### src/nvac_cfg.svh
// Constants for the byte non-volatile access controller
`ifndef NVAC_CFG_SVH
`define NVAC_CFG_SVH
`define NVAC_DEPTH        32
`define NVAC_AW           5
`define NVAC_SEL_ADDRESS  2'h0
`define NVAC_SEL_DATA     2'h1
`define NVAC_SEL_CONTROL  2'h2
`define NVAC_CTRL_OFFSET  8'h40
`define NVAC_SECTOR_ONE   8'h01
`define NVAC_BIT_WPERMIT  3
`define NVAC_BIT_WSTART   2
`define NVAC_BIT_RPERMIT  1
`define NVAC_BIT_RSTART   0
`define NVAC_RESET_BYTE   8'h00
`define NVAC_READ_CYCLES  4'h3
`define NVAC_WRITE_TICKS  8'h40
`define NVAC_TICK_DIV     8'hC8
`endif

### src/nvac_pkg.sv
// Types for the byte non-volatile access controller
package nvac_pkg;
	typedef enum logic [1:0] {NVAC_IDLE, NVAC_READ, NVAC_WRITE} nvac_state_t;
	typedef logic [7:0] nvac_byte_t;
endpackage

### src/nvac_tick_if.sv
// Interface carrying the write timer tick between modules
`timescale 1ns/100ps
interface nvac_tick_if;
	logic tick;
	logic run;
	modport source (output tick, input run);
	modport sink   (input tick, output run);
endinterface

### src/nvac_write_timer.sv
// Divider, held at zero while not running, producing the slow write timer tick
`timescale 1ns/100ps
`include "nvac_cfg.svh"
module nvac_write_timer (
	input  wire logic   clk_in,
	input  wire logic   rst_n_in,
	nvac_tick_if.source tk
);
	logic [7:0] div;

	// Divider stands for the slow independent write oscillator
	always_ff @(posedge clk_in or negedge rst_n_in) begin
		if (!rst_n_in) begin
			div <= 8'h00;
		end else if (!tk.run || div == `NVAC_TICK_DIV - 8'h01) begin
			div <= 8'h00;
		end else begin
			div <= div + 8'h01;
		end
	end

	assign tk.tick = tk.run && (div == `NVAC_TICK_DIV - 8'h01);
endmodule

### src/nvac_top.sv
// Byte non-volatile store with address, data and control registers
// Summary of operation
// - Thirty-two byte store, one byte per access
// - Address keeps five bits, upper bits read zero
// - Control reached indirectly, sector one location 40H
// - Write permit zero blocks all array writes
// - Write start needs permit; cleared when done
// - Read permit zero blocks array reads
// - Read start needs permit; cleared when done
// - Read result held in data until next operation
// - Write timed by independent slow timer
// - Power-on clears all control bits
// - Write end sets done and shared flags
// - Service clears shared flag only; software clears done
`timescale 1ns/100ps
`include "nvac_cfg.svh"
module nvac_top
	import nvac_pkg::*;
(
	input  wire logic          clk_in,
	input  wire logic          rst_n_in,
	input  wire logic [1:0]    reg_sel_in,
	input  wire logic [7:0]    ptr_low_in,
	input  wire logic [7:0]    ptr_high_in,
	input  wire logic          reg_wr_in,
	input  wire nvac_pkg::nvac_byte_t reg_wdata_in,
	output nvac_pkg::nvac_byte_t      reg_rdata_out,
	input  wire logic          write_done_irq_enable_in,
	input  wire logic          multi_irq_enable_in,
	input  wire logic          global_irq_enable_in,
	input  wire logic          stack_full_in,
	input  wire logic          irq_serviced_in,
	input  wire logic          done_flag_clear_in,
	output logic               write_done_irq_flag_out,
	output logic               multi_irq_flag_out,
	output logic               irq_request_out,
	output logic               busy_out
);
	import nvac_pkg::*;

	nvac_tick_if tk ();

	nvac_byte_t  mem [0:`NVAC_DEPTH-1];
	nvac_byte_t  nv_data;
	logic [4:0]  nv_address;
	logic        write_permit;
	logic        write_start;
	logic        read_permit;
	logic        read_start;
	nvac_state_t state;
	logic [7:0]  wcount;
	logic [3:0]  rcount;
	logic [4:0]  cap_addr;
	nvac_byte_t  cap_data;
	logic        rd_go;
	logic        wr_go;
	logic        rd_end;
	logic        wr_end;

	// Control register is reached only through the sector one pointer pair
	function automatic logic ctrl_hit(input logic [1:0] sel, input logic [7:0] lo, input logic [7:0] hi);
		ctrl_hit = (sel == `NVAC_SEL_CONTROL) && (lo == `NVAC_CTRL_OFFSET) && (hi == `NVAC_SECTOR_ONE);
	endfunction

	wire ctrl_wr = reg_wr_in && ctrl_hit(reg_sel_in, ptr_low_in, ptr_high_in);
	wire addr_wr = reg_wr_in && (reg_sel_in == `NVAC_SEL_ADDRESS);
	wire data_wr = reg_wr_in && (reg_sel_in == `NVAC_SEL_DATA);

	// Start bits only take effect when the matching permit is already held
	assign wr_go  = ctrl_wr && reg_wdata_in[`NVAC_BIT_WSTART] && write_permit && state == NVAC_IDLE;
	assign rd_go  = ctrl_wr && reg_wdata_in[`NVAC_BIT_RSTART] && read_permit && state == NVAC_IDLE && !wr_go;
	assign rd_end = state == NVAC_READ && rcount == 4'h0;
	assign wr_end = state == NVAC_WRITE && tk.tick && wcount == 8'h01;
	assign tk.run = state == NVAC_WRITE;

	nvac_write_timer u_nvac_write_timer (
		.clk_in   (clk_in),
		.rst_n_in (rst_n_in),
		.tk       (tk)
	);

	// --------------------------------------------------------------
	// Sequencer
	// --------------------------------------------------------------
	// Cycle state and counters; the write length is counted in slow ticks
	always_ff @(posedge clk_in or negedge rst_n_in) begin
		if (!rst_n_in) begin
			state  <= NVAC_IDLE;
			rcount <= 4'h0;
			wcount <= 8'h00;
		end else begin
			case (state)
				NVAC_IDLE: begin
					if (wr_go) begin
						state  <= NVAC_WRITE;
						wcount <= `NVAC_WRITE_TICKS;
					end else if (rd_go) begin
						state  <= NVAC_READ;
						rcount <= `NVAC_READ_CYCLES;
					end
				end
				NVAC_READ: begin
					if (rd_end) state <= NVAC_IDLE;
					else rcount <= rcount - 4'h1;
				end
				NVAC_WRITE: begin
					if (wr_end) state <= NVAC_IDLE;
					else if (tk.tick) wcount <= wcount - 8'h01;
				end
				default: state <= NVAC_IDLE;
			endcase
		end
	end

	// Snapshot of target so later register writes cannot corrupt it
	always_ff @(posedge clk_in or negedge rst_n_in) begin
		if (!rst_n_in) begin
			cap_addr <= 5'h00;
			cap_data <= `NVAC_RESET_BYTE;
		end else if (wr_go) begin
			cap_addr <= nv_address;
			cap_data <= nv_data;
		end
	end

	// Array write happens once, at the end of the timed cycle
	always_ff @(posedge clk_in) begin
		if (wr_end && write_permit) begin
			mem[cap_addr] <= cap_data;
		end
	end

	// --------------------------------------------------------------
	// Registers
	// --------------------------------------------------------------
	// Address keeps only its five location bits
	always_ff @(posedge clk_in or negedge rst_n_in) begin
		if (!rst_n_in) begin
			nv_address <= 5'h00;
		end else if (addr_wr) begin
			nv_address <= reg_wdata_in[`NVAC_AW-1:0];
		end
	end

	// Data register is loaded by software or by a finished read
	always_ff @(posedge clk_in or negedge rst_n_in) begin
		if (!rst_n_in) begin
			nv_data <= `NVAC_RESET_BYTE;
		end else if (rd_end && read_permit) begin
			nv_data <= mem[nv_address];
		end else if (data_wr) begin
			nv_data <= reg_wdata_in;
		end
	end

	// Control bits; software writes only the permits, and setting a start bit wins over its hardware clear
	always_ff @(posedge clk_in or negedge rst_n_in) begin
		if (!rst_n_in) begin
			write_permit <= 1'b0;
			read_permit  <= 1'b0;
			write_start  <= 1'b0;
			read_start   <= 1'b0;
		end else begin
			if (ctrl_wr) begin
				write_permit <= reg_wdata_in[`NVAC_BIT_WPERMIT];
				read_permit  <= reg_wdata_in[`NVAC_BIT_RPERMIT];
			end
			if (wr_go) write_start <= 1'b1;
			else if (wr_end) write_start <= 1'b0;
			if (rd_go) read_start <= 1'b1;
			else if (rd_end) read_start <= 1'b0;
		end
	end

	// --------------------------------------------------------------
	// Interrupt flags
	// --------------------------------------------------------------
	// Write end sets both flags; setting wins over any same-cycle clear
	always_ff @(posedge clk_in or negedge rst_n_in) begin
		if (!rst_n_in) begin
			write_done_irq_flag_out <= 1'b0;
			multi_irq_flag_out      <= 1'b0;
		end else begin
			if (wr_end) write_done_irq_flag_out <= 1'b1;
			else if (done_flag_clear_in) write_done_irq_flag_out <= 1'b0;
			if (wr_end) multi_irq_flag_out <= 1'b1;
			else if (irq_serviced_in) multi_irq_flag_out <= 1'b0;
		end
	end

	// Request goes out only with every enable and room on the stack
	assign irq_request_out = global_irq_enable_in && write_done_irq_enable_in && multi_irq_enable_in
		&& write_done_irq_flag_out && multi_irq_flag_out && !stack_full_in;
	assign busy_out = state != NVAC_IDLE;

	// Read-back mux; unimplemented bits and unreachable control read zero
	always_comb begin
		reg_rdata_out = 8'h00;
		case (reg_sel_in)
			`NVAC_SEL_ADDRESS: reg_rdata_out = {3'h0, nv_address};
			`NVAC_SEL_DATA:    reg_rdata_out = nv_data;
			`NVAC_SEL_CONTROL: begin
				if (ctrl_hit(reg_sel_in, ptr_low_in, ptr_high_in)) begin
					reg_rdata_out = {4'h0, write_permit, write_start, read_permit, read_start};
				end
			end
			default: reg_rdata_out = 8'h00;
		endcase
	end

	// --------------------------------------------------------------
	// Checks
	// --------------------------------------------------------------
	a_wstart_needs_permit: assert property (@(posedge clk_in) disable iff (!rst_n_in)
		(ctrl_wr && reg_wdata_in[`NVAC_BIT_WSTART] && !write_permit) |=> !write_start)
		else $error("write start accepted without permit");
	a_rstart_needs_permit: assert property (@(posedge clk_in) disable iff (!rst_n_in)
		(ctrl_wr && reg_wdata_in[`NVAC_BIT_RSTART] && !read_permit && state == NVAC_IDLE) |=> !read_start)
		else $error("read start accepted without permit");
	a_read_clears_start: assert property (@(posedge clk_in) disable iff (!rst_n_in)
		rd_go |=> read_start ##4 !read_start)
		else $error("read start not cleared after read");
	a_write_sets_flags: assert property (@(posedge clk_in) disable iff (!rst_n_in)
		wr_end |=> (write_done_irq_flag_out && multi_irq_flag_out && !write_start))
		else $error("write end did not set flags");
	a_read_loads_data: assert property (@(posedge clk_in) disable iff (!rst_n_in)
		(rd_end && read_permit) |=> nv_data == mem[$past(nv_address)])
		else $error("read data not loaded");
	a_service_keeps_done: assert property (@(posedge clk_in) disable iff (!rst_n_in)
		(irq_serviced_in && !done_flag_clear_in && write_done_irq_flag_out) |=> write_done_irq_flag_out)
		else $error("service cleared done flag");
	a_addr_upper_zero: assert property (@(posedge clk_in) disable iff (!rst_n_in)
		reg_sel_in == `NVAC_SEL_ADDRESS |-> reg_rdata_out[7:5] == 3'h0)
		else $error("address upper bits not zero");
	a_capture_stable: assert property (@(posedge clk_in) disable iff (!rst_n_in)
		(state == NVAC_WRITE && $past(state) == NVAC_WRITE) |-> $stable(cap_addr) && $stable(cap_data))
		else $error("captured target changed mid write");
endmodule

### config.mk
export PLATFORM = sky130hd
export DESIGN_NAME = nvac_top
export DESIGN_NICKNAME = d
export VERILOG_FILES = /design/src/nvac_pkg.sv /design/src/nvac_tick_if.sv /design/src/nvac_write_timer.sv /design/src/nvac_top.sv
export VERILOG_INCLUDE_DIRS = /design/src
export SDC_FILE = /design/constraint.sdc
export NUM_CORES = 1
export LEC_CHECK = 0
export BUFFER_PORTS_ARGS = -buffer_cell sky130_fd_sc_hd__buf_2
export CAP_MARGIN = 20
export CELL_PAD_IN_SITES_DETAIL_PLACEMENT = 1
export CELL_PAD_IN_SITES_GLOBAL_PLACEMENT = 2
export CORE_MARGIN = 2
export CORE_UTILIZATION = 46
export CTS_BUF_LIST = sky130_fd_sc_hd__clkbuf_16
export CTS_CLUSTER_SIZE = 25
export DETAILED_ROUTE_END_ITERATION = 6
export PLACE_DENSITY_LB_ADDON = 0.05
export SYNTH_ARGS = -nofsm -noshare
export SYNTH_HDL_FRONTEND = slang
export SYNTH_HIERARCHICAL = 1
export SYNTH_SLANG_ARGS = --single-unit
### constraint.sdc
create_clock -name clk_in -period 4.2 [get_ports clk_in]
set_input_delay 0.42 -clock clk_in [delete_from_list [all_inputs] [get_ports clk_in]]
set_output_delay 0.42 -clock clk_in [all_outputs]
set_load 0.03 [all_outputs]
[After elaboration in Yosys (flattened, before gate mapping)]
Memories as Yosys holds them, arrays and structs flattened.
Index checks and enable logic that the tools add are counted.
Storage, ports and cells
  register bits: 54
  bits in writable memories: 256
  bits of input ports: 35
  output and inout port bits: 12
  logic and storage cells: 104
  memories kept: 1
Memory list
  mem: words 32, bits a word 8, read ports 1, clocked after memory_dff 0, wr ports 1, line nvac_top.sv:43  | nvac_byte_t mem [0:`NVAC_DEPTH-1];
Operators by class
  add/sub/neg operators: 3
  eq/ne operators: 17
  multiplexer cells: 28
  reductions and logical operators: 41
Operators by type and width (count)
  8-bit two-way mux: 6
  8-bit case mux with 3 select lines: 1
  1-bit logical AND: 23
  8-bit by 1-bit == test with 1-bit output, second input constant: 2
  4-bit two-way mux: 4
  2-bit inequality test, second input constant: 8
  8-bit case mux with 2 select lines: 1
  2-bit nonzero test: 8
  1-bit two-way mux: 10
  8-bit by 1-bit adder with 8-bit output, second input constant: 1
  8-bit by 7-bit == test with 1-bit output, second input constant: 1
  8-bit == test, second input constant: 1
  2-bit two-way mux: 4
  4-bit case mux with 2 select lines: 1
  4-bit AND reduction: 2
  8-bit by 1-bit subtractor with 8-bit output, second input constant: 1
  2-bit case mux with 3 select lines: 1
  2-bit by 1-bit == test with 1-bit output, second input constant: 2
  2-bit == test, second input constant: 2
  2-bit logical NOT: 2
  4-bit logical NOT: 1
  4-bit by 1-bit subtractor with 4-bit output, second input constant: 1
  1-bit logical NOT: 3
  3-bit inequality test, second input constant: 1
  2 further kinds: 2

[Depth between registers and ports, before layout]
Gate-level depths: netlist (run 1).
  depth after elaboration: 12
  depth in mapped cells: 10
  mapped depth without buffers: 10

[Hierarchy]
Netlist (run 1), hierarchy kept.
By module, submodules not included
  nvac_top: times used 1, cells an instance 746, area an instance 12448.2 sq um, seq. area each 8838.5 sq um
  nvac_write_timer: times used 1, cells an instance 39, area an instance 407.9 sq um, seq. area each 200.2 sq um

[Worst setup path after synthesis (run 1)]
Ideal clock, no wire load.
  path type: flip-flop to flip-flop
  from: register state[0]
  to: memory mem[25][0] (netlist name) (enable)
  library setup time: 0.370 ns
  arrival: 2.561 ns
  required time: 3.830 ns
  path slack: 1.269 ns
  cell stages (with the launch flop): 11
  buffers on the path: 0
  period minus slack after synthesis: 2.931 ns
  cell sequence: dfrtp_1 inv_1 nand2_1 inv_1 inv_1 nor2_1 nor4bb_1 nand3_1 nor3_1 nand3_1 nor2_1
On the way
  word-level cells in the longest chain between the ends: 7
Ends and longest elaborated chain
  start: declaration: line nvac_top.sv:50  | nvac_state_t state;
  start signal: assignment: line nvac_top.sv:88  | state <= NVAC_IDLE;
  start signal: assignment: line nvac_top.sv:95  | state <= NVAC_WRITE;
  start signal: assignment: line nvac_top.sv:98  | state <= NVAC_READ;
  2-bit == test: line nvac_top.sv:74  | assign tk.run = state == NVAC_WRITE;
  net tk.run: line nvac_tick_if.sv:5  | logic run;
  1-bit logical AND: line nvac_write_timer.sv:22  | assign tk.tick = tk.run && (div == `NVAC_TICK_DIV - 8'h01);
  net tk.tick: line nvac_tick_if.sv:4  | logic tick;
  1-bit logical AND (2 in series): line nvac_top.sv:73  | assign wr_end = state == NVAC_WRITE && tk.tick && wcount == 8'h01;
  1-bit logical AND: line nvac_top.sv:128  | if (wr_end && write_permit) begin
  1-bit two-way mux: line nvac_top.sv:128
  1-bit two-way mux (not written as such): line nvac_top.sv:129  | mem[cap_addr] <= cap_data;
  end: declaration: line nvac_top.sv:43
The timed path passes the listed nets, and every way through them passes these cells.

[Worst setup path in the final report (run 1)]
  from: register state[0]
  to: memory mem[11][7] (netlist name) (enable)
The elaborated chain is that of the path after synthesis.

==> results of run 1 <==
-- kinds of logic (layout without fill, tap and decap cells) --
| group | Yosys count | count (layout) | share of synthesized area |
|---|---|---|---|
| AND/OR/NAND/NOR | 179 | 179 | 0.07241 |
| adder cells (fa/ha/maj) | 4 | 4 | 0.003893 |
| buffers and inverters | 51 | 136 | 0.01859 |
| flip-flops | 310 | 310 | 0.7031 |
| multiplexers | 139 | 139 | 0.1435 |
| AO/OA/AOI/OAI | 96 | 96 | 0.05450 |
| XOR/XNOR | 6 | 6 | 0.004088 |
-- synth_stat cells (3+ instances only) --
| cell type | number |
|---|---|
| a2111oi_0 | 4 |
| o22ai_1 | 7 |
| nand2b_1 | 5 |
| dfrtp_1 | 54 |
| and3_1 | 8 |
| clkbuf_1 | 20 |
| edfxtp_1 | 256 |
| or3_1 | 4 |
| a221oi_1 | 7 |
| buf_1 | 5 |
| nor3_1 | 8 |
| xnor2_1 | 4 |
| a22oi_1 | 7 |
| a211o_1 | 3 |
| mux4_2 | 32 |
| o2bb2ai_1 | 3 |
| inv_1 | 13 |
| mux2_4 | 6 |
| nand3_1 | 18 |
| nor2_1 | 50 |
| nor2b_1 | 11 |
| a21oi_1 | 12 |
| o32ai_1 | 4 |
| nand2_1 | 40 |
| buf_6 | 3 |
| a22o_1 | 11 |
| buf_2 | 5 |
| buf_4 | 5 |
| and2_1 | 7 |
| o21ai_0 | 16 |
| o211ai_1 | 6 |
| mux2_2 | 18 |
| or2_2 | 3 |
| ha_1 | 4 |
| o311ai_0 | 3 |
| nor3b_1 | 4 |
| mux2i_1 | 83 |
| nand4_1 | 5 |
| nor4_1 | 6 |
-- flip-flops by register name, summed over array words and instances, names as in the netlist --
| name | flops |
|---|---|
| read_start | 1 |
| nv_data | 8 |
| write_permit | 1 |
| write_start | 1 |
| cap_data | 8 |
| mem | 256 |
| read_permit | 1 |
| nv_address | 5 |
| state | 2 |
| multi_irq_flag_out | 1 |
| rcount | 4 |
| cap_addr | 5 |
| write_done_irq_flag_out | 1 |
| u_nvac_write_timer/div | 8 |
| wcount | 8 |
-- metrics by stage --
stage,cell area (sq um),instances,utilization
global placement,13510,1187,0.4891
global route,14640,1248,0.5300
CTS,14630,1247,0.5295
detailed placement,13510,1187,0.4891
floorplan,12860,785,-
finish,14640,1248,0.5300
-- layout make-up --
class	count	share of cell area
Timing Repair Buffer	63	0.02563
Sequential cell	310	0.6180
Clock inverter	25	0.01649
Inverter	13	0.003332
Multi-Input combinational cell	424	0.2444
Clock buffer	35	0.05981
Tap cell	378	0.03230
-- critical path: stages, from the launching register on --
cell      delay (ns)
dfrtp_1         0.43
inv_1           0.22
nand2_1         0.13
inv_1           0.26
inv_1           0.17
nor2_1          0.22
nor4bb_1        0.26
buf_4           0.19
nand3_1         0.29
nor3_1          0.32
nand3_1         0.29
nor2_1          0.60
-- routing by layer --
layer / up-vias / share of wire / wire [um] / global-route usage
met5: - / 0 / 0 / 0
met4: 0 / 0.023 / 765 / 0.07038
met3: 51 / 0.053 / 1784 / 0.04188
met2: 218 / 0.47 / 16010 / 0.3832
met1: 3715 / 0.45 / 15150 / 0.3315
li1: 3213 / - / - / -
-- power breakdown --
part / switching (mW) / internal, mW
sequential: 0.0877 / 3.31
clock: 1.20 / 1.77
combinational: 0.264 / 0.188
-- worst paths after layout --
path | end | slack (ns) | depth (start not counted)
max in group asynchronous | nv_address[0] | 3.34 | 2
hold / removal | cap_addr[3] | 0.04 | 1
hold reg to reg | mem[8][5] | 0.48 | 0
setup / recovery | mem[11][7] | 0.46 | 11
setup reg to reg | mem[11][7] | 0.46 | 11
min in group clk_in | multi_irq_flag_out | 0.10 | 2
==> impl_metrics.env, run 1 <==
export IMPL_status="finished clean"
export IMPL_cts_made_buffers=34
export IMPL_crit_arrival_ns=3.89
export IMPL_drive_above_1_share=0.2069
export IMPL_synth_top_cell_area_share=0.5980
export IMPL_worstMarginPinSlew_ns=1.032
export IMPL_design_portCount=47
export IMPL_fill_cells=2602
export IMPL_finalPower_mw=6.814
export IMPL_dr_pass1_iters=5
export IMPL_seqCellArea_sq_um=9050
export IMPL_die_y_um=171.2
export IMPL_worstSetupPathType="flop to flop"
export IMPL_worstPathRequired_ns=4.34
export IMPL_synthDominantAreaCellType="edfxtp_1"
export IMPL_cts_resized=0
export IMPL_core_area_sq_um=27630
export IMPL_synthTopCellsByArea="edfxtp_1, dfrtp_1, mux2i_1"
export IMPL_vdd_drop_max_mv=0.3440
export IMPL_seq_area_frac_synth=0.7031
export IMPL_remaining_drc_errors=0
export IMPL_diodes=0
export IMPL_avgSynthCellArea_sq_um=16.38
export IMPL_netlist_area_sq_um=12860
export IMPL_antenna_left=0
export IMPL_antenna_found_initial=0
export IMPL_max_clock_path_buffers=3
export IMPL_h_tree_depth=2
export IMPL_syn_to_final_growth_pct=13.90
export IMPL_cts_tree="built"
export IMPL_skew_ns=0.02955
export IMPL_wl_per_cell_um=27.01
export IMPL_final_setup_viol_count=0
export IMPL_worst_slack_ns=0.4584
export IMPL_vias=7197
export IMPL_synth_warnings=6
export IMPL_hold_buffers=0
export IMPL_synth_fp_nets=824
export IMPL_finalMaxSlewViolations=0
export IMPL_period_minus_slack_ns=3.742
export IMPL_critPathMaxFanout=9
export IMPL_critPathLaunchType="flop"
export IMPL_clk_pin_slew_ns=0.06
export IMPL_grt_pass1_wl_um=49550
export IMPL_numPortBuffers=46
export IMPL_hold_viol=0
export IMPL_grt_usage=0.2370
export IMPL_gp_congestion=0.8224
export IMPL_root_buffer="clkbuf_16"
export IMPL_nets=885
export IMPL_hp_class="input pin to asynchronous set/reset pin"
export IMPL_post_place_ws_ns=0.4376
export IMPL_via_per_inst=5.767
export IMPL_die_area_sq_um=29300
export IMPL_power_leakage_nw=4.647
export IMPL_drtIter0Drc=599
export IMPL_powerDensity_nw_per_um2=465.4
export IMPL_cts_sinks=310
export IMPL_startpoint="state[0]"
export IMPL_synth_edf_count=256
export IMPL_fin_crit_sh=0.8909
export IMPL_layout_common_cells="edfxtp_1, mux2i_1, nor2_1"
export IMPL_rsz0062_at_grt="false"
export IMPL_row_count=61
export IMPL_yosysUniqueCellTypes=60
export IMPL_grt_pass1_vias=7591
export IMPL_multi_input_area_sq_um=3578
export IMPL_worstSkewPairLatency_ns=0.53
export IMPL_cts_setup_buffers=0
export IMPL_tns_ns=0
export IMPL_die_x_um=171.2
export IMPL_hold_slack_ns=0.04325
export IMPL_overflow=0
export IMPL_synthCells=785
export IMPL_crit_path_end_kind="flop"
export IMPL_maxCapViolCount=0
export IMPL_synthArstFlopShare=0.1742
export IMPL_synth_ff_type="edfxtp_1"
export IMPL_finalWirelength_um=33710
export IMPL_start_util=0.4653
export IMPL_fmax_mhz=267.3
export IMPL_reg2reg_from="state[0]"
export IMPL_hpwl_um=21820
export IMPL_grt_max_degree=50
export IMPL_relSlewSlack=0.3122
export IMPL_layout_commonest_cell="edfxtp_1"
export IMPL_ys_ff_latch=310
Note: power is estimated with default switching activity, not from simulation.
==> run 2: changes to the inputs <==
HOLD_SLACK_MARGIN = 0.15   (was not set)
MAX_ROUTING_LAYER = met4   (was not set)
==> impl_metrics.env, run 2 (synthesis results as in run 1) <==
export IMPL_status="finished clean"
export IMPL_cts_tree="built"
export IMPL_r2r_end="mem[11][7]"
export IMPL_grt_pass1_wl_um=49670
export IMPL_maxCapViolCount=0
export IMPL_layout_common_cells="edfxtp_1, mux2i_1, nor2_1"
export IMPL_start_util=0.4653
export IMPL_timing_reg2reg_setup_slack_ns=0.48
export IMPL_rsz0062_at_grt="false"
export IMPL_nets=888
export IMPL_final_setup_viol_count=0
export IMPL_place_area_sq_um=13510
export IMPL_vdd_drop_max_mv=0.3453
export IMPL_cts_made_buffers=34
export IMPL_skew_ns=0.02983
export IMPL_remaining_drc_errors=0
export IMPL_grt_pass1_vias=7581
export IMPL_grt_usage=0.2445
export IMPL_holdPathStages=2
export IMPL_via_per_inst=5.746
export IMPL_hold_viol=0
export IMPL_h_tree_depth=2
export IMPL_finalMaxSlewViolations=0
export IMPL_fmax_mhz=268.7
export IMPL_worstSkewPairLatency_ns=0.53
export IMPL_power_leakage_nw=4.659
export IMPL_regMostFlops="mem"
export IMPL_path_buf_inv=4
export IMPL_critPathMaxFanout=9
export IMPL_final_cell_area_sq_um=14670
export IMPL_critPathLaunchType="flop"
export IMPL_numPortBuffers=46
export IMPL_worstPathRequired_ns=4.34
export IMPL_dr_pass1_iters=5
export IMPL_slowest_delay_ns=0.59
export IMPL_p_clk_frac=0.434
export IMPL_layout_commonest_cell="edfxtp_1"
export IMPL_period_minus_slack_ns=3.722
export IMPL_overflow=0
export IMPL_cts_setup_buffers=0
export IMPL_hpwl_um=21820
export IMPL_root_buffer="clkbuf_16"
export IMPL_tns_ns=0
export IMPL_switching_power_mw=1.535
export IMPL_antenna_found_initial=0
export IMPL_crit_path_end_kind="flop"
export IMPL_max_clock_path_buffers=3
export IMPL_worstSetupPathType="flop to flop"
export IMPL_powerDensity_nw_per_um2=463.5
export IMPL_cts_sinks=310
export IMPL_hp_class="input pin to flop"
export IMPL_syn_to_final_growth_pct=14.13
export IMPL_largest_reg_flops=256
export IMPL_worstMarginPinSlew_ns=1.033
export IMPL_wl_per_cell_um=26.92
export IMPL_drive_above_1_share=0.2062
export IMPL_antenna_left=0
export IMPL_clk_pin_slew_ns=0.06
export IMPL_min_from="reg_wdata_in[1]"
export IMPL_seqPwrFrac=0.500
export IMPL_row_count=61
export IMPL_core_area_sq_um=27630
export IMPL_cp_common_cell="inv_1"
export IMPL_gp_congestion=0.8347
export IMPL_die_x_um=171.2
export IMPL_crit_slowest_cell="nor2_1"
export IMPL_min_to="read_permit"
export IMPL_finalWirelength_um=33680
export IMPL_drtIter0Drc=580
export IMPL_reg2reg_from="state[0]"
export IMPL_grt_max_degree=50
export IMPL_die_y_um=171.2
export IMPL_internal_power_mw=5.266
export IMPL_reg2reg_depth=11
export IMPL_diodes=0
export IMPL_switching_share=0.2257
export IMPL_crit_arrival_ns=3.87
export IMPL_path_cells="inv_1, nand2_1, inv_1, inv_1, nor2_1, nor4bb_1, buf_4, nand3_1, nor3_1, nand3_1, nor2_1"
export IMPL_die_area_sq_um=29300
export IMPL_fin_crit_sh=0.8863
export IMPL_crit_family="simple AND/OR/NAND/NOR gates"
export IMPL_relSlewSlack=0.3113
export IMPL_design_portCount=47
export IMPL_p_comb_frac=0.067
export IMPL_vias=7188
## run 2: layout make-up
cell class,count,area (sq um)
inverters,13,48.80
clock inverters,25,241.5
repair buffers,66,405.4
clock buffers,35,875.8
multi-input cells,424,3578
well taps,378,473.0
fillers,2599,12960
flip-flops and latches,310,9050
## run 2: per-stage QoR
step,hold slack (ns),utilization,instances,setup WS (ns),power [mW]
floorplan,0.1244,-,785,1.269,3.755
finish,0.1798,0.5311,1251,0.4777,6.801
detailed placement,0.4678,0.4891,1187,0.4376,3.910
global placement,0.4675,0.4891,1187,0.6291,3.904
CTS,0.1653,0.5306,1250,0.4454,6.868
global route,0.1848,0.5311,1251,0.06280,7.017
## run 2: timing repair
item,in CTS,in global routing
resized for setup,0,0
hold endpoints to repair,39,0
hold buffers,3,0
## run 2: worst max path at each step
stage / from / endpoint / slack, ns / depth (start not counted)
2_1_floorplan: state[0] / mem[25][0] / 1.27 / 10
3_3_place_gp: state[0] / mem[11][4] / 0.63 / 11
3_5_place_dp: state[0] / mem[11][7] / 0.44 / 11
4_1_cts: state[0] / mem[11][7] / 0.45 / 11
5_1_grt: state[0] / mem[26][3] / 0.06 / 11
6_report: state[0] / mem[11][7] / 0.48 / 11
## run 2: power groups by stage
| stage | clock, mW | combinational, mW | sequential [mW] |
|---|---|---|---|
| after detailed placement | 0 | 0.449 | 3.46 |
| after global routing | 3.13 | 0.482 | 3.40 |
| after floorplan | 0 | 0.370 | 3.38 |
| final | 2.95 | 0.454 | 3.40 |
| after global placement | 0 | 0.445 | 3.46 |
| after CTS | 3.02 | 0.454 | 3.40 |
## run 2: per-layer routing
| metal | part of all wire | vias up | global-route usage |
|---|---|---|---|
| met4 | 0.023 | 0 | 0.07185 |
| met2 | 0.47 | 210 | 0.3817 |
| met5 | 0 | - | - |
| li1 | - | 3222 | - |
| met3 | 0.054 | 55 | 0.04188 |
| met1 | 0.45 | 3701 | 0.3333 |
==> run 3: changes to the inputs <==
BUFFER_PORTS_ARGS = not set   (was -buffer_cell sky130_fd_sc_hd__buf_2)
CORE_UTILIZATION = 48   (was 46)
DONT_BUFFER_PORTS = 1   (was not set)
==> impl_metrics.env, run 3 (synthesis results as in run 1) <==
export IMPL_status="finished clean"
export IMPL_crit_arrival_ns=3.87
export IMPL_cts_setup_buffers=0
export IMPL_maxCapViolCount=0
export IMPL_gp_congestion=0.8090
export IMPL_cts_resized=0
export IMPL_place_area_sq_um=13310
export IMPL_cts_tree="built"
export IMPL_grt_max_degree=58
export IMPL_grt_usage=0.2495
export IMPL_final_setup_viol_count=0
export IMPL_worstPathRequired_ns=4.34
export IMPL_critPathMaxFanout=9
export IMPL_cp_common_cell="inv_1"
export IMPL_largest_reg_flops=256
export IMPL_met2_wirelength_um=15350
export IMPL_antenna_left=0
export IMPL_worstMarginPinSlew_ns=1.264
export IMPL_cts_sinks=310
export IMPL_die_x_um=167.7
export IMPL_hold_slack_ns=0.1618
export IMPL_fill_cells=2357
export IMPL_final_cell_area_sq_um=14520
export IMPL_layout_common_cells="edfxtp_1, mux2i_1, dfrtp_1"
export IMPL_regMostFlops="mem"
export IMPL_root_buffer="clkbuf_16"
export IMPL_path_cells="inv_1, nand2_1, inv_1, inv_1, nor2_1, nor4bb_1, buf_4, nand3_1, nor3_1, nand3_1, nor2_1"
export IMPL_grt_pass1_wl_um=50050
export IMPL_nets=862
export IMPL_layout_commonest_cell="edfxtp_1"
export IMPL_drtIter0Drc=627
export IMPL_remaining_drc_errors=0
export IMPL_design_portCount=47
export IMPL_finalMaxSlewViolations=0
export IMPL_h_tree_depth=2
export IMPL_fin_crit_sh=0.8877
export IMPL_top_layer_used="met4"
export IMPL_worstSkewPairLatency_ns=0.51
export IMPL_crit_path_end_kind="flop"
export IMPL_multi_input_area_sq_um=3578
export IMPL_numPortBuffers=0
export IMPL_hold_buffers=12
export IMPL_rsz0062_at_grt="false"
export IMPL_vdd_drop_max_mv=0.3228
export IMPL_min_from="reg_wdata_in[0]"
export IMPL_overflow=0
export IMPL_post_place_ws_ns=0.4905
export IMPL_worstSetupPathType="flop to flop"
export IMPL_startpoint="state[0]"
export IMPL_critPathLaunchType="flop"
export IMPL_clk_pin_slew_ns=0.06
export IMPL_slowest_delay_ns=0.58
export IMPL_start_util=0.4906
export IMPL_placedCellCount=1110
export IMPL_seqCellArea_sq_um=9042
export IMPL_skew_ns=0.01592
export IMPL_cts_made_buffers=34
export IMPL_tns_ns=0
export IMPL_max_clock_path_buffers=3
export IMPL_worst_slack_ns=0.4715
export IMPL_syn_to_final_growth_pct=12.96
export IMPL_powerDensity_nw_per_um2=461.9
export IMPL_fmax_mhz=268.2
export IMPL_finalNonFillerCells=1183
export IMPL_row_count=59
export IMPL_grt_pass1_vias=7792
export IMPL_crit_slowest_cell="nor2_1"
export IMPL_diodes=0
export IMPL_core_area_sq_um=26210
export IMPL_antenna_found_initial=0
export IMPL_reg2reg_from="state[0]"
export IMPL_wl_met1_um=14890
export IMPL_dr_pass1_iters=5
export IMPL_die_y_um=167.7
export IMPL_drive_above_1_share=0.1722
export IMPL_via_per_inst=6.073
export IMPL_dr_wl_met3_um=1800
export IMPL_wl_per_cell_um=27.89
export IMPL_die_area_sq_um=28110
export IMPL_period_minus_slack_ns=3.729
export IMPL_vias=7184
export IMPL_relSlewSlack=0.1356
export IMPL_hpwl_um=21400
export IMPL_power_leakage_nw=4.545
export IMPL_hp_class="input pin to flop"
export IMPL_hold_viol=0
export IMPL_finalWirelength_um=32990
## run 3: cell count changes in the layout (fill, tap and decap cells not counted), sizes merged
| cell | change |
|---|---|
| buf | -33 |
| bufinv | -1 |
| clkbuf | -1 |
| clkinv | +2 |
| clkinvlp | +1 |
| dlygate4sd3 | +8 |
| dlymetal6s2s | -1 |
## run 3: where the power goes
group | leakage, nW | switching [mW] | internal [mW]
registers | 2.42 | 0.0914 | 3.31
clock network | 0.557 | 1.18 | 1.67
logic | 1.57 | 0.270 | 0.186
total | 4.55 | 1.54 | 5.17
## run 3: worst paths after layout
kind	to	depth (start not counted)	slack, ns
worst min-delay path	nv_data[0]	2	0.16
worst min register to register	u_nvac_write_timer/div[0]	1	0.50
max in group asynchronous	nv_address[0]	2	3.40
worst max-delay path	mem[28][2]	11	0.47
min in group asynchronous	wcount[1]	2	0.51
worst max register to register	mem[28][2]	11	0.47
## run 3: layout make-up
type / count / share of cell area
flip-flops and latches: 310 / 0.6226
multi-input cells: 424 / 0.2464
clock buffers: 34 / 0.05859
well taps: 335 / 0.02886
repair buffers: 40 / 0.02481
clock inverters: 27 / 0.01534
inverters: 13 / 0.003360
## run 3: critical path, delay by kind of cell, from the launching register on
kind                   cells  cell delay [ns]
flip-flops                 1             0.46
AND/OR/NAND/NOR            7             2.03
buffers and inverters      4             0.86
## run 3: routing by layer
metal / track usage / vias up
met2: 0.3835 / 247
met1: 0.3443 / 3716
met5: - / -
met4: 0.08204 / 0
li1: - / 3157
met3: 0.03994 / 64
## run 3: per-stage QoR
stage	power (mW)	util
finish	6.708	0.5542
global route	6.895	0.5542
CTS	6.764	0.5542
detailed placement	3.896	0.5079
global placement	3.889	0.5079
floorplan	3.755	-
